File: src/hdl/ecfg_pkg.sv
// Shared constants, encodings and carriers for the option configuration block
package ecfg_pkg;

	// ****************************************************************
	// Register map (byte addresses on the register bus)
	// ****************************************************************
	localparam int ADDR_W = 8;
	localparam logic [7:0] ADDR_CFG = 8'h00; // Multi set point, remote enable, security
	localparam logic [7:0] ADDR_EVT = 8'h04; // Four event function selects
	localparam logic [7:0] ADDR_COMM = 8'h08; // Pending serial frame settings
	localparam logic [7:0] ADDR_ACT = 8'h0C; // Serial frame settings in force
	localparam logic [7:0] ADDR_STAT = 8'h10; // Live state

	// ****************************************************************
	// Field positions
	// ****************************************************************
	localparam int CFG_MSP_LSB = 0; // Multi set point count, 2 bits
	localparam int CFG_RSP_BIT = 2; // Remote set point enable
	localparam int CFG_SEC_LSB = 4; // Security level, 2 bits
	localparam int EVT_PITCH = 4; // One select every nibble, 3 bits used
	localparam int COMM_STOP_BIT = 0; // 1 = two stop bits
	localparam int COMM_LEN_BIT = 1; // 1 = eight data bits
	localparam int COMM_PAR_LSB = 2; // Parity, 2 bits
	localparam int COMM_BAUD_LSB = 4; // Bit rate code, 3 bits
	localparam int COMM_UNIT_LSB = 8; // Unit number, 7 bits

	// ****************************************************************
	// Encodings and limits
	// ****************************************************************
	localparam logic [2:0] FN_NONE = 3'h0; // Input ignored
	localparam logic [2:0] FN_RUN_HALT = 3'h1; // On halts, off runs
	localparam logic [2:0] FN_REMOTE = 3'h2; // On selects remote operation
	localparam logic [2:0] FN_MANUAL = 3'h3; // On selects manual
	localparam logic [2:0] FN_SP_SRC = 3'h4; // On selects remote set point
	localparam logic [1:0] MSP_MAX = 2'h2; // Largest multi set point count
	localparam logic [1:0] PAR_ODD = 2'h2; // 0 none, 1 even, 2 odd
	localparam logic [2:0] BAUD_MAX = 3'h4; // 0..4 = 1.2, 2.4, 4.8, 9.6, 19.2 kbps
	localparam logic [6:0] UNIT_MAX = 7'h63; // Unit number ceiling
	localparam logic [1:0] SEC_OPT_MAX = 2'h1; // Highest security that allows option mode
	localparam logic [1:0] LEVEL_MAX = 2'h2; // Highest operating level

	// ****************************************************************
	// Reset values
	// ****************************************************************
	localparam logic [1:0] MSP_RST = 2'h2;
	localparam logic [1:0] SEC_RST = 2'h1;

	// ****************************************************************
	// Timing
	// ****************************************************************
	localparam int CLK_MHZ = 250; // System clock rate
	localparam int KEY_HOLD_MS = 1000; // Least key hold time
	localparam int KEY_HOLD_CYC = KEY_HOLD_MS * CLK_MHZ * 1000;

	// ****************************************************************
	// Carriers
	// ****************************************************************
	typedef logic [3:0][2:0] ecfg_sel_t; // Event selects, index 0 = input 1

	typedef struct packed {
		logic [6:0] unit; // Unit number
		logic [2:0] baud; // Bit rate code
		logic [1:0] parity; // Parity code
		logic len8; // Eight data bits
		logic stop2; // Two stop bits
	} ecfg_comm_s;

	localparam ecfg_comm_s COMM_RST = '{unit: 7'h00, baud: 3'h3, parity: 2'h1,
		len8: 1'b0, stop2: 1'b1};

	typedef struct packed {
		logic [1:0] sp_idx; // Selected set point
		logic halt; // Control halted
		logic remote; // Remote operation
		logic manual; // Manual output
		logic rsp_sel; // Remote set point in use
	} ecfg_evt_s;

endpackage

File: src/hdl/ecfg_key_hold.sv
// Key hold timer: one pulse per press once the key has been held long enough
`timescale 1ns/100ps
`default_nettype none
module ecfg_key_hold
	import ecfg_pkg::*;
#(
	parameter int HOLD_CYC = KEY_HOLD_CYC
) (
	input wire logic i_mclk,
	input wire logic i_rst_b,
	input wire logic i_key,
	output logic o_held
);

	localparam int CW = $clog2(HOLD_CYC + 1);

	logic [CW-1:0] cnt_r; // Cycles held so far
	logic [CW-1:0] cnt_nxt;
	logic done_r; // Already fired for this press
	logic done_nxt;
	logic held_r; // Pulse register
	logic held_nxt;

	// ****************************************************************
	// Counting
	// ****************************************************************

	// A release restarts the count, so a bounce never adds up to a hold
	always_comb begin
		cnt_nxt = cnt_r;
		done_nxt = done_r;
		held_nxt = 1'b0;
		if (!i_key) begin
			cnt_nxt = '0;
			done_nxt = 1'b0;
		end else if (!done_r) begin
			if (cnt_r == CW'(HOLD_CYC - 1)) begin
				held_nxt = 1'b1;
				done_nxt = 1'b1;
			end else begin
				cnt_nxt = cnt_r + CW'(1);
			end
		end
	end

	// State registers
	always_ff @(posedge i_mclk or negedge i_rst_b) begin
		if (!i_rst_b) begin
			cnt_r <= '0;
			done_r <= 1'b0;
			held_r <= 1'b0;
		end else begin
			cnt_r <= cnt_nxt;
			done_r <= done_nxt;
			held_r <= held_nxt;
		end
	end

	assign o_held = held_r;

endmodule
`default_nettype wire

File: src/hdl/ecfg_evt_map.sv
// Event input mapping onto set point selection and operating functions
`timescale 1ns/100ps
`default_nettype none
module ecfg_evt_map
	import ecfg_pkg::*;
(
	input wire logic i_mclk,
	input wire logic i_rst_b,
	input wire logic [3:0] i_evt, // Event contacts, bit 0 = input 1
	input wire ecfg_sel_t i_sel, // Function of each input
	input wire logic [1:0] i_msp, // Multi set point count
	input wire logic i_two_units, // Both event units fitted
	input wire logic i_rsp_en, // Remote set point enable
	input wire logic i_comm_unit, // Communication unit fitted
	input wire logic i_block, // Menu or a configuration mode shown
	output ecfg_evt_s o_state
);

	ecfg_evt_s st_r; // Applied state
	ecfg_evt_s st_nxt;
	logic [2:0] used; // Inputs taken by set point selection

	// ****************************************************************
	// Mapping
	// ****************************************************************

	// Set point inputs come first; the rest follow their selects
	always_comb begin
		st_nxt = st_r;
		used = 3'h0;
		if (i_two_units) begin
			used = {1'b0, i_msp};
			if (i_msp == 2'h1) begin
				st_nxt.sp_idx = {1'b0, i_evt[0]};
			end else if (i_msp == MSP_MAX) begin
				st_nxt.sp_idx = i_evt[1:0];
			end else begin
				// Count zero: keep the chosen set point
				st_nxt.sp_idx = st_r.sp_idx;
			end
		end else begin
			used = 3'h2; // Inputs 1 and 2 are absent
		end
		for (int i = 0; i < 4; i++) begin
			if (3'(i) >= used) begin
				case (i_sel[i])
					FN_RUN_HALT: begin
						if (!i_block) st_nxt.halt = i_evt[i];
					end
					FN_REMOTE: begin
						if (i_comm_unit) st_nxt.remote = i_evt[i];
					end
					FN_MANUAL: begin
						if (!i_block) st_nxt.manual = i_evt[i];
					end
					FN_SP_SRC: begin
						if (!i_block && i_rsp_en) st_nxt.rsp_sel = i_evt[i];
					end
					default: begin
						// Not specified: input ignored
					end
				endcase
			end
		end
		// Without the enable the remote set point cannot stay selected
		if (!i_rsp_en) st_nxt.rsp_sel = 1'b0;
		// A pulled comm unit must not leave remote operation stuck on
		if (!i_comm_unit) st_nxt.remote = 1'b0;
	end

	// State register
	always_ff @(posedge i_mclk or negedge i_rst_b) begin
		if (!i_rst_b) begin
			st_r <= '0;
		end else begin
			st_r <= st_nxt;
		end
	end

	assign o_state = st_r;

endmodule
`default_nettype wire

File: src/hdl/ecfg_top.sv
// Option configuration top: register slave, mode entry and serial settings
// Functional notes
// - Count zero: events never change set point
// - Count one: set points 0-1; two: 0-3
// - Each input not taken by set point selection drives one selected function
// - One unit: only inputs 3, 4; defaults
// - Set point source needs enable; remote needs comm
// - Menu or config modes mask run, manual, source
// - Serial settings apply at power-up or at a level change in run mode with no other mode shown
// - Frame: stop, length, parity, rate, unit ranges
// - Option mode needs unit and security 0-1
// - Key held 1 s shows menu, again enters
//
// The address map and the APB slave port were chosen for this implementation.
`timescale 1ns/100ps
`default_nettype none
module ecfg_top
	import ecfg_pkg::*;
#(
	parameter int HOLD_CYC = KEY_HOLD_CYC // Key hold time in cycles
) (
	input wire logic i_mclk,
	input wire logic i_rst_b,
	input wire logic i_psel,
	input wire logic i_penable,
	input wire logic i_pwrite,
	input wire logic [ADDR_W-1:0] i_paddr,
	input wire logic [31:0] i_pwdata,
	output logic o_pready,
	output logic [31:0] o_prdata,
	output logic o_pslverr,
	input wire logic [3:0] i_evt,
	input wire logic [1:0] i_evt_units,
	input wire logic i_comm_unit,
	input wire logic i_mode_key,
	input wire logic i_pick_option,
	input wire logic i_other_mode,
	input wire logic [1:0] i_level,
	output ecfg_comm_s o_comm,
	output ecfg_evt_s o_evt,
	output logic o_menu_shown,
	output logic o_option_mode
);

	// ****************************************************************
	// Declarations
	// ****************************************************************
	typedef enum logic [1:0] {MD_RUN, MD_MENU, MD_OPTION} ecfg_mode_e;

	ecfg_mode_e md_r; // Display mode
	ecfg_mode_e md_nxt;
	logic menu_r; // Menu shown
	logic menu_nxt;
	logic opt_r; // Option mode shown
	logic opt_nxt;
	logic [1:0] msp_r; // Multi set point count
	logic [1:0] msp_nxt;
	logic rsp_en_r; // Remote set point enable
	logic rsp_en_nxt;
	logic [1:0] sec_r; // Security level
	logic [1:0] sec_nxt;
	ecfg_sel_t sel_r; // Event function selects
	ecfg_sel_t sel_nxt;
	ecfg_comm_s pend_r; // Serial settings as written
	ecfg_comm_s pend_nxt;
	ecfg_comm_s act_r; // Serial settings in force
	ecfg_comm_s act_nxt;
	logic init_r; // First cycle after reset release
	logic [1:0] level_r; // Last seen operating level
	logic pready_r;
	logic pready_nxt;
	logic [31:0] prdata_r;
	logic [31:0] prdata_nxt;
	logic pslverr_r;
	logic pslverr_nxt;
	logic held; // Key hold pulse
	logic two_units; // Both event units fitted
	logic evt_fit; // Any event unit fitted
	logic opt_ok; // Option mode permitted
	logic wr_go; // Write takes effect this edge
	logic lvl_sw; // Operating level changed
	ecfg_evt_s evt_st; // Applied event state

	// Field extract helper, used for the multi-bit fields other than the unit number
	function automatic logic [3:0] fld(input logic [31:0] d, input int lsb);
		fld = d[lsb +: 4];
	endfunction

	// Decode helper: is the address one of ours
	function automatic logic mapped(input logic [ADDR_W-1:0] a);
		mapped = (a == ADDR_CFG) || (a == ADDR_EVT) || (a == ADDR_COMM) ||
			(a == ADDR_ACT) || (a == ADDR_STAT);
	endfunction

	assign two_units = (i_evt_units >= 2'h2);
	assign evt_fit = (i_evt_units != 2'h0);
	assign opt_ok = (evt_fit || i_comm_unit) && (sec_r <= SEC_OPT_MAX);
	assign wr_go = i_psel && i_penable && pready_r && i_pwrite;
	assign lvl_sw = (md_r == MD_RUN) && !i_other_mode && (i_level <= LEVEL_MAX) &&
		(i_level != level_r);

	// ****************************************************************
	// Sub-blocks
	// ****************************************************************
	ecfg_key_hold #(
		.HOLD_CYC(HOLD_CYC)
	) u_key (
		.i_mclk(i_mclk),
		.i_rst_b(i_rst_b),
		.i_key(i_mode_key),
		.o_held(held)
	);

	ecfg_evt_map u_evt (
		.i_mclk(i_mclk),
		.i_rst_b(i_rst_b),
		.i_evt(i_evt),
		.i_sel(sel_r),
		.i_msp(msp_r),
		.i_two_units(two_units),
		.i_rsp_en(rsp_en_r),
		.i_comm_unit(i_comm_unit),
		.i_block(menu_r || opt_r || i_other_mode),
		.o_state(evt_st)
	);

	// ****************************************************************
	// Mode entry
	// ****************************************************************

	// Menu after a full hold; a second hold on the option item enters
	always_comb begin
		md_nxt = md_r;
		case (md_r)
			MD_RUN: begin
				if (held) md_nxt = MD_MENU;
			end
			MD_MENU: begin
				if (held && i_pick_option && opt_ok) begin
					md_nxt = MD_OPTION;
				end else if (held && !i_pick_option) begin
					md_nxt = MD_RUN; // Another item was taken
				end
			end
			MD_OPTION: begin
				if (!opt_ok) begin
					md_nxt = MD_RUN; // Unit pulled or security raised
				end else if (held) begin
					md_nxt = MD_MENU;
				end
			end
			default: begin
				md_nxt = MD_RUN;
			end
		endcase
		menu_nxt = (md_nxt == MD_MENU);
		opt_nxt = (md_nxt == MD_OPTION);
	end

	// Mode registers
	always_ff @(posedge i_mclk or negedge i_rst_b) begin
		if (!i_rst_b) begin
			md_r <= MD_RUN;
			menu_r <= 1'b0;
			opt_r <= 1'b0;
			level_r <= 2'h0;
		end else begin
			md_r <= md_nxt;
			menu_r <= menu_nxt;
			opt_r <= opt_nxt;
			level_r <= i_level;
		end
	end

	// ****************************************************************
	// Settings
	// ****************************************************************

	// Bad values keep the old field; fields for absent units are refused
	always_comb begin
		msp_nxt = msp_r;
		rsp_en_nxt = rsp_en_r;
		sec_nxt = sec_r;
		sel_nxt = sel_r;
		pend_nxt = pend_r;
		act_nxt = act_r;
		if (init_r) begin
			// Defaults depend on the fitted units, caught after release
			sel_nxt = {4{FN_NONE}};
			if (two_units) sel_nxt[3] = FN_RUN_HALT;
		end else if (wr_go) begin
			case (i_paddr)
				ADDR_CFG: begin
					if (evt_fit && 2'(fld(i_pwdata, CFG_MSP_LSB)) <= MSP_MAX) begin
						msp_nxt = 2'(fld(i_pwdata, CFG_MSP_LSB));
					end
					rsp_en_nxt = i_pwdata[CFG_RSP_BIT];
					sec_nxt = 2'(fld(i_pwdata, CFG_SEC_LSB));
				end
				ADDR_EVT: begin
					for (int i = 0; i < 4; i++) begin
						if (evt_fit && (two_units || i >= 2) &&
							3'(fld(i_pwdata, i * EVT_PITCH)) <= FN_SP_SRC) begin
							sel_nxt[i] = 3'(fld(i_pwdata, i * EVT_PITCH));
						end
					end
				end
				ADDR_COMM: begin
					if (i_comm_unit) begin
						pend_nxt.stop2 = i_pwdata[COMM_STOP_BIT];
						pend_nxt.len8 = i_pwdata[COMM_LEN_BIT];
						if (2'(fld(i_pwdata, COMM_PAR_LSB)) <= PAR_ODD) begin
							pend_nxt.parity = 2'(fld(i_pwdata, COMM_PAR_LSB));
						end
						if (3'(fld(i_pwdata, COMM_BAUD_LSB)) <= BAUD_MAX) begin
							pend_nxt.baud = 3'(fld(i_pwdata, COMM_BAUD_LSB));
						end
						if (i_pwdata[COMM_UNIT_LSB +: 7] <= UNIT_MAX) begin
							pend_nxt.unit = i_pwdata[COMM_UNIT_LSB +: 7];
						end
					end
				end
				default: begin
					// Read-only or unmapped: nothing stored
				end
			endcase
		end
		// Written values wait for a level switch; power-up loads the reset frame from pend_r
		if (init_r || lvl_sw) act_nxt = pend_r;
	end

	// Settings registers
	always_ff @(posedge i_mclk or negedge i_rst_b) begin
		if (!i_rst_b) begin
			msp_r <= MSP_RST;
			rsp_en_r <= 1'b0;
			sec_r <= SEC_RST;
			sel_r <= {4{FN_NONE}};
			pend_r <= COMM_RST;
			act_r <= COMM_RST;
			init_r <= 1'b1;
		end else begin
			msp_r <= msp_nxt;
			rsp_en_r <= rsp_en_nxt;
			sec_r <= sec_nxt;
			sel_r <= sel_nxt;
			pend_r <= pend_nxt;
			act_r <= act_nxt;
			init_r <= 1'b0;
		end
	end

	// ****************************************************************
	// Register bus
	// ****************************************************************

	// One wait state: the answer is set up in the first access cycle
	always_comb begin
		pready_nxt = i_psel && i_penable && !pready_r;
		pslverr_nxt = 1'b0;
		prdata_nxt = prdata_r;
		if (pready_nxt) begin
			pslverr_nxt = !mapped(i_paddr);
			prdata_nxt = 32'h0000_0000;
			case (i_paddr)
				ADDR_CFG: begin
					prdata_nxt[CFG_MSP_LSB +: 2] = msp_r;
					prdata_nxt[CFG_RSP_BIT] = rsp_en_r;
					prdata_nxt[CFG_SEC_LSB +: 2] = sec_r;
				end
				ADDR_EVT: begin
					for (int i = 0; i < 4; i++) begin
						prdata_nxt[i * EVT_PITCH +: 3] = sel_r[i];
					end
				end
				ADDR_COMM: begin
					prdata_nxt[14:0] = {pend_r.unit, 1'b0, pend_r.baud, pend_r.parity,
						pend_r.len8, pend_r.stop2};
				end
				ADDR_ACT: begin
					prdata_nxt[14:0] = {act_r.unit, 1'b0, act_r.baud, act_r.parity,
						act_r.len8, act_r.stop2};
				end
				ADDR_STAT: begin
					prdata_nxt[10:0] = {i_evt_units, opt_ok, opt_r, menu_r, evt_st};
				end
				default: begin
					prdata_nxt = 32'h0000_0000;
				end
			endcase
		end
	end

	// Bus answer registers
	always_ff @(posedge i_mclk or negedge i_rst_b) begin
		if (!i_rst_b) begin
			pready_r <= 1'b0;
			prdata_r <= 32'h0000_0000;
			pslverr_r <= 1'b0;
		end else begin
			pready_r <= pready_nxt;
			prdata_r <= prdata_nxt;
			pslverr_r <= pslverr_nxt;
		end
	end

	// ****************************************************************
	// Outputs
	// ****************************************************************
	assign o_pready = pready_r;
	assign o_prdata = prdata_r;
	assign o_pslverr = pslverr_r;
	assign o_comm = act_r;
	assign o_evt = evt_st;
	assign o_menu_shown = menu_r;
	assign o_option_mode = opt_r;

endmodule
`default_nettype wire

File: config.mk
export PLATFORM = sky130hd
export DESIGN_NAME = ecfg_top
export DESIGN_NICKNAME = d
export VERILOG_FILES = /design/src/hdl/ecfg_pkg.sv /design/src/hdl/ecfg_key_hold.sv /design/src/hdl/ecfg_evt_map.sv /design/src/hdl/ecfg_top.sv
export SDC_FILE = /design/constraint.sdc
export NUM_CORES = 1
export LEC_CHECK = 0
export ABC_AREA = 1
export BUFFER_PORTS_ARGS = -buffer_cell sky130_fd_sc_hd__clkbuf_2
export CAP_MARGIN = 20
export CORE_MARGIN = 4
export CORE_UTILIZATION = 30
export DETAILED_ROUTE_END_ITERATION = 6
export GPL_ROUTABILITY_DRIVEN = 0
export SYNTH_ARGS = -nofsm -noshare
export SYNTH_HDL_FRONTEND = slang
export SYNTH_SLANG_ARGS = --single-unit
File: constraint.sdc
create_clock -name i_mclk -period 3 [get_ports i_mclk]
set_input_delay 0.6 -clock i_mclk [delete_from_list [all_inputs] [get_ports i_mclk]]
set_output_delay 0.6 -clock i_mclk [all_outputs]
set_load 0.01 [all_outputs]
* After elaboration in Yosys (flattened, before gate mapping)
Cells that the tools add are included.
** Word-level totals
- Register bits after elaboration :: 105
- Input bits :: 57
- Output and inout bits :: 56
- Word-level logic and storage cells :: 203
** Cells by class
- Add/sub/neg operators :: 1
- $lt $le $gt $ge :: 14
- Equality and inequality tests :: 30
- Multiplexer cells :: 71
- Bitwise gates (word level) :: 1
- Reduce and logical (&&, ||, !) cells :: 53
** Operator list (count)
- 28-bit two-way mux :: 3
- 1-bit two-way mux :: 42
- 12-bit two-way mux :: 3
- 28-bit by 1-bit adder with 28-bit output (second input constant) :: 1
- 28-bit == test (second input constant) :: 1
- 3-bit by 2-bit == test with 1-bit output (second input constant) :: 8
- 1-bit logical AND :: 18
- 8-bit by 4-bit == test with 1-bit output (second input constant) :: 2
- 4-bit two-way mux :: 4
- 2-bit nonzero test :: 8
- 3-bit one-hot mux with 5 select lines :: 1
- 3-bit AND reduction :: 5
- 5-bit AND reduction :: 3
- 2-bit two-way mux :: 7
- 3-bit by 1-bit == test with 1-bit output (second input constant) :: 4
- 3-bit == test (second input constant) :: 4
- 3-bit <= comparator (second input constant) :: 4
- 3-bit two-way mux :: 4
- 3-bit one-hot mux with 4 select lines :: 1
- 2-bit one-hot mux with 5 select lines :: 1
- 3-bit one-hot mux with 3 select lines :: 1
- 8-bit by 3-bit == test with 1-bit output (second input constant) :: 1
- 8-bit by 5-bit == test with 1-bit output (second input constant) :: 1
- 8-bit zero test :: 1
- other kinds (20) :: 42

* Longest topological paths before layout
Gate-level depths: netlist of the first run.
- Depth after elaboration :: 17
- Gate-level depth with buffers :: 11

* By module
A second synthesis of the first run with hierarchy kept.
** Unflattened totals
- Cells, all modules :: 894
- Area, all modules :: 6362.4 µm²
** Modules (own cells, without submodules)
- ecfg_top :: instances 1, cells each 465, area an instance 3601.0 µm²
- ecfg_key_hold :: instances 1, cells each 314, area an instance 2110.8 µm²
- ecfg_evt_map :: instances 1, cells each 115, area an instance 650.6 µm²

* Worst setup path before layout of the first run
No wires, ideal clock.
- Kind :: input port to flip-flop
- From :: in i_paddr[1]
- To :: reg sec_r[1]
- Setup time :: 0.125 ns
- Data arrival time :: 1.583 ns
- Required time :: 2.875 ns
- Setup slack :: 1.293 ns
- Stages on the path :: 5
- Buffers on the path :: 0
- Cell sequence :: nor2_1 nand3_1 nor2_1 nand2_1 mux2_2
** Between the ends
- Word-level cells in the longest chain between the ends :: 2
** Ends and longest elaborated chain
- from (decl) :: RTL line ecfg_top.sv:27 : input wire logic [ADDR_W-1:0] i_paddr,
- 8-bit zero test :: RTL line ecfg_top.sv:192 : case (i_paddr)
- 3-bit AND reduction (no line)
- to (signal assigned) :: RTL line ecfg_top.sv:245 : sec_r <= sec_nxt;
- to (decl) :: RTL line ecfg_top.sv:60 : logic [1:0] sec_r;
No other way between the ends.
A chain may end at the register's enable or synchronous reset.

* Worst setup path after layout of the first run
- From :: reg u_key.cnt_r[0]
- To :: reg u_key.cnt_r[25]
** Between the ends
- Word-level cells in the longest chain between the ends :: 4
- Elaborated cells on any way between the ends :: 7
- Those cells by class :: 1 x add/sub; 2 x eq/ne; 3 x mux; 1 x reduce/logical
** Ends and longest elaborated chain
- from (decl) :: RTL line ecfg_key_hold.sv:17 : logic [CW-1:0] cnt_r;
- from (signal assigned) :: RTL line ecfg_key_hold.sv:53 : cnt_r <= cnt_nxt;
- 28-bit by 1-bit adder with 28-bit output :: RTL line ecfg_key_hold.sv:41 : cnt_nxt = cnt_r + CW'(1);
- 28-bit two-way mux :: RTL line ecfg_key_hold.sv:37 : if (cnt_r == CW'(HOLD_CYC - 1)) begin
- 28-bit two-way mux :: RTL line ecfg_key_hold.sv:36 : end else if (!done_r) begin
- 28-bit two-way mux :: RTL line ecfg_key_hold.sv:33 : if (!i_key) begin
Parallel ways exist; a longest one is shown, timed or not. The select of a mux whose other input is x is not followed.

==> results.toml, run 1 <==
[clocking]
hold_buffers = 0
clock_path_buffers = 2
clockRootBuffer = "clkbuf_16"
clkSlewWorstSetupHoldPaths_ns = 0.08
cts_made_buffers = 9
cts_max_level = 3
clock_sinks = 105
cts_resized = 0
cts_tree = "yes"
clock_latency_ns = 0.36
cts_setup_buffers = 0

[grt]
grt_use_total_pct = 15.8
grt_pass1_wl_mm = 28.1
grt_pass1_vias = 5356
grt_overflow = 0
antenna_found_initial = 0
grt_max_degree = 44

[synthesis]
synth_warnings = 0
synthTopCellsByArea = "dfrtp_1 38%, nand2_1 20%, nand3_1 7.9%"
synth.most_common_cell = "nand2_1"
syn_inst = 884
ys_seq_area_share_pct = 43.1
synth.distinct_cells = 37
synthTopCellsByCount = "322 x nand2_1, 97 x nand3_1, 94 x dfrtp_1, 94 x nor2_1, 81 x inv_1"
synth_top_flop_cell = "dfrtp_1"
synth_edf_count = 0
synth_area_mm2 = 0.00613
synthArstFlopShare_pct = 100
avgSynthCellArea_um2 = 6.93
yosysTopAreaCell = "dfrtp_1"
synth_seq_cells = 105
synth_top_area_share_pct = 38.4

[timing]
slew_violations = 0
finalSetupViolCount = 0
worst_slew_pin_slew_ns = 0.742
grt_setup_unrepaired = "no"
period_needed_ns = 2.19
hold_ws_ns = 0.201
setup_tns_ns = 0
hold_viol = 0
period_share_pct = 73.1
max_slew_margin_pct = 50.4
max_clock_freq_ghz = 0.456
fin_worst_skew_ns = 0.0133

[detailed_routing]
routedWlPerCell_um = 14.3
vias_per_cell = 4.67
vias = 5780
drt_wl_total_mm = 17.7
first_pass_iters = 5
drt_iter0_drc = 441
drtAntennaViolNets = 0
drc = 0

[power_and_ir_drop]
cellLeakagePower_nw = 3.43
power_density_mw_per_mm2 = 458
ir_drop_uv = 285

[worst_setup_path]
rr_startpoint = "u_key.cnt_r[0]"
required_ns = 3.23
cp-start-kind = "flip-flop"
critPathMaxFanout = 25
startpoint = "u_key.cnt_r[0]"
worst-endpoint-arrival_ns = 2.42
critPathKind = "reg -> reg"
endpoint_kind = "flip-flop"

[finish]
final_layout_size_suffix_gt1_share_pct = 13.3
nets = 1022
fillers = 2207
area_delta_synth_final_pct = 16.0
final_area_mm2 = 0.00711
diodes = 0

[floorplan]
die_x_um = 151
core.rowCount = 52
initial_core_util_pct = 30.4
die-height_um = 151
io_pins = 113
dieArea_mm2 = 0.0228
coreArea_mm2 = 0.0202

[run]
maxCapViolCount = 0

[min_path]
hp-class = "in -> async"

[status]
status = "finished, final reports clean"

[place]
portBuffers = 77
dp_hpwl_mm = 13.6
postPlaceCellArea_mm2 = 0.00677
[worst max-delay path: stages (launching register included)]
cell and delay, ns:
dfrtp_1 0.46, ha_1 0.30, nand3_2 0.16, nor2_4 0.21, and3_1 0.19, nand2_1 0.06
nand2_2 0.23, buf_4 0.31, o21ai_0 0.14
[path summary, 6_finish.rpt]
path                                    end  slack (ns)  cells past startpoint
max                         u_key.cnt_r[25]        0.81                      8
min                        u_evt.o_state[3]        0.20                      1
max reg2reg                 u_key.cnt_r[25]        0.81                      8
min reg2reg                       o_comm[8]        0.47                      2
max in group asynchronous         pend_r[2]        2.00                      2
min in group i_mclk              level_r[0]        0.39                      1
[power by group]
group	internal (mW)	total, mW	leakage (nW)	switching [mW]
sequential	1.48	1.55	1.37	0.0731
combinational	0.120	0.371	1.91	0.251
clock	0.767	1.34	0.162	0.571
total	2.36	3.26	3.43	0.895
[sequential cells by signal, summed over array words and instances, names as in the netlist, 2 cells and up]
register       cells
sel_r             12
u_evt.o_state      6
sec_r              2
level_r            2
o_prdata          15
md_r               2
u_key.cnt_r       28
pend_r            14
o_comm            14
msp_r              2
[final cells by class]
cell class / instances / area [um^2] / area share (%)
clock buffers: 10 / 239 / 3.36
clock inverters: 6 / 96.3 / 1.36
inverters: 84 / 315 / 4.44
multi-input cells: 677 / 3010 / 42.4
flip-flops and latches: 105 / 2640 / 37.2
well taps: 270 / 338 / 4.75
repair buffers: 86 / 468 / 6.58
[cell usage in the layout, fill, tap and decap left out, types with 4 or more instances in the layout]
cell type,count
nor2_1,94
nor3_1,16
a21oi_1,14
clkbuf_16,9
o21ai_1,4
dfstp_2,11
clkbuf_2,76
buf_4,9
inv_1,81
dfrtp_1,94
nand3_1,97
o21ai_0,58
nand4_1,8
conb_1,18
xor2_1,11
nand2_1,322
[through the flow]
step | std cells | power (mW) | worst slack (ns) | utilization, %
global route | 1238 | 3.41 | 0.604 | 35.2
floorplan | 901 | 1.77 | 1.29 | -
global placement | 1222 | 1.95 | 0.850 | 33.6
CTS | 1238 | 3.29 | 0.803 | 35.2
finish | 1238 | 3.26 | 0.807 | 35.2
detailed placement | 1222 | 1.95 | 0.826 | 33.6
[cell families (layout without fill, tap and decap cells)]
logic type      count (synthesis)  after routing  share of synthesized area, %
compound gates                 93             93                          8.29
simple gates                  550            550                          37.2
xor+xnor                       11             11                          1.57
mux                             3              3                         0.551
other cells                     1             18                        0.0612
fa+ha+maj                       2              2                         0.408
buf+inv                       119            186                          8.80
flops                         105            105                          43.1
[layer usage]
layer  GRT usage (%)  routed length [um]  part of all wire [%]  vias up
li1                -                   -                     -     2963
met1            20.2                7760                    44     2647
met3            3.29                1130                   6.4       18
met2            27.0                8490                    48      152
met5               0                   0                     0        -
met4            4.08                 292                   1.7        0
Note: power is estimated with default switching activity, not from simulation.
==> inputs of run 2 (changes only) <==
Clock period 3 ns to 2.15 ns, I/O delays scaled along.
==> run 2 against run 1 <==
  * Via count is 0.21% lower
  * Critical path depth stayed put
  * Global-route usage is 0.29 points higher
  * Setup slack worse by 0.47 ns
  * First-iteration DRC count is 29% lower
  * Core utilization is 0.29 points higher
  * Critical endpoint is now u_key.cnt_r[17]
==> results.toml, run 2 (synthesis results as in run 1) <==
[clocking]
cts_setup_buffers = 0
clock_latency_ns = 0.36
cts_resized = 0
cts_made_buffers = 9
clkSlewWorstSetupHoldPaths_ns = 0.07
clock_sinks = 105
cts_max_level = 3
clockRootBuffer = "clkbuf_16"
hold_buffers = 0
cts_tree = "yes"
clock_path_buffers = 2

[grt]
grt_pass1_vias = 5504
grt_use_total_pct = 16.0
grt_overflow = 0
antenna_found_initial = 0
grt_max_degree = 48
grt_pass1_wl_mm = 28.8

[finish]
multiInputGateArea_mm2 = 0.00301
layout_commonest_cell = "nand2_1"
final_layout_size_suffix_gt1_share_pct = 14.0
diodes = 0
final_cell_mix = "322 x nand2_1, 97 x nand3_1, 94 x nor2_1, 94 x dfrtp_1, 81 x inv_1"
regArea_mm2 = 0.00264
area_delta_synth_final_pct = 16.9
fillers = 2219
nets = 1031
largest-register = "u_key.cnt_r"
largest_register_ffs = 28

[detailed_routing]
top_layer = "met4"
dr_wl_met3_mm = 1.07
drt_iter0_drc = 311
routedWlPerCell_um = 14.0
drt_wl_total_mm = 17.5
first_pass_iters = 5
vias_per_cell = 4.63
drtAntennaViolNets = 0
wl_met2_mm = 8.24
vias = 5768
drc = 0
wl_met1_mm = 7.78

[worst_setup_path]
path_buf_inv = 1
required_ns = 2.39
endpoint_kind = "flip-flop"
cp_top_family = "simple AND/OR/NAND/NOR gates"
cp_cell_sequence = "ha_1 -> nand3_2 -> nor2_4 -> and3_1 -> nand2_1 -> nand2_2 -> buf_12 -> o21ai_0"
cp-start-kind = "flip-flop"
worst-endpoint-arrival_ns = 2.05
slowest_stage = "dfrtp_1"
critPathMaxFanout = 26
cpPeakStageDelay_ns = 0.47
critPathKind = "reg -> reg"

[floorplan]
die-height_um = 151
dieArea_mm2 = 0.0228
core.rowCount = 52
initial_core_util_pct = 30.4
coreArea_mm2 = 0.0202
die_x_um = 151
io_pins = 113

[run]
maxCapViolCount = 0

[timing]
fin_worst_skew_ns = 0.00945
finalSetupViolCount = 0
grt_setup_unrepaired = "no"
setup_tns_ns = 0
worst_slew_pin_slew_ns = 0.624
hold_viol = 0
max_slew_margin_pct = 58.2
slew_violations = 0
period_needed_ns = 1.82
period_share_pct = 84.5
hold_ws_ns = 0.0282
max_clock_freq_ghz = 0.551

[min_path]
hp-class = "in -> async"

[place]
portBuffers = 77
dp_hpwl_mm = 13.6

[power_and_ir_drop]
cellLeakagePower_nw = 3.47
power_density_mw_per_mm2 = 607
ir_drop_uv = 343

[status]
status = "finished, final reports clean"
[run 2: changes by cell type in the layout (fill, tap and decap cells not counted), sizes merged]
cell      previous run  this run
clkinvlp             1         0
buf                 10        19
clkinv               0         4
bufinv               2         1
inv                 87        85
[run 2: final timing paths]
| path | to | startpoint | cells past startpoint | slack (ns) |
|---|---|---|---|---|
| max | u_key.cnt_r[17] | u_key.cnt_r[0] | 8 | 0.33 |
| min reg2reg | o_comm[8] | pend_r[8] | 2 | 0.47 |
| max reg2reg | u_key.cnt_r[17] | u_key.cnt_r[0] | 8 | 0.33 |
| max in group asynchronous | o_comm[2] | i_rst_b | 2 | 1.41 |
| min in group i_mclk | level_r[1] | i_level[1] | 1 | 0.21 |
| min | u_evt.o_state[4] | i_rst_b | 1 | 0.03 |
[run 2: routing by layer]
metal / track usage (%) / up-vias
met5: 0 / -
met4: 4.67 / 0
met3: 4.01 / 27
met2: 26.1 / 152
met1: 21.2 / 2604
li1: - / 2985
[run 2: worst register-to-register path, stage by stage, from the launching register on]
cell and delay (ns):
dfrtp_1 0.47, ha_1 0.31, nand3_2 0.17, nor2_4 0.12, and3_1 0.15, nand2_1 0.06, nand2_2 0.13, buf_12 0.17
o21ai_0 0.12
[run 2: power by group]
group | switching, mW | internal, mW | total [mW]
logic | 0.350 | 0.175 | 0.525
clock network | 0.763 | 0.901 | 1.66
registers | 0.101 | 2.06 | 2.16
total | 1.21 | 3.14 | 4.35
[run 2: stage by stage]
stage / setup slack (ns) / std cells / total power [mW] / util, % / cell area, um^2
2_1_floorplan: 0.510 / 901 / 2.48 / - / 6190
3_3_place_gp: 0.234 / 1231 / 2.72 / 34.1 / 6880
3_5_place_dp: 0.254 / 1231 / 2.73 / 34.1 / 6880
4_1_cts: 0.317 / 1247 / 4.40 / 35.5 / 7170
5_1_grt: 0.159 / 1247 / 4.57 / 35.5 / 7170
6_report: 0.334 / 1247 / 4.35 / 35.5 / 7170
[run 2: area by class of cell]
cell class / instances / share of cell area (%)
well taps: 270 / 4.71
clock inverters: 6 / 0.821
multi-input cells: 677 / 42.0
flip-flops and latches: 105 / 36.9
repair buffers: 95 / 8.00
clock buffers: 10 / 3.19
inverters: 84 / 4.40
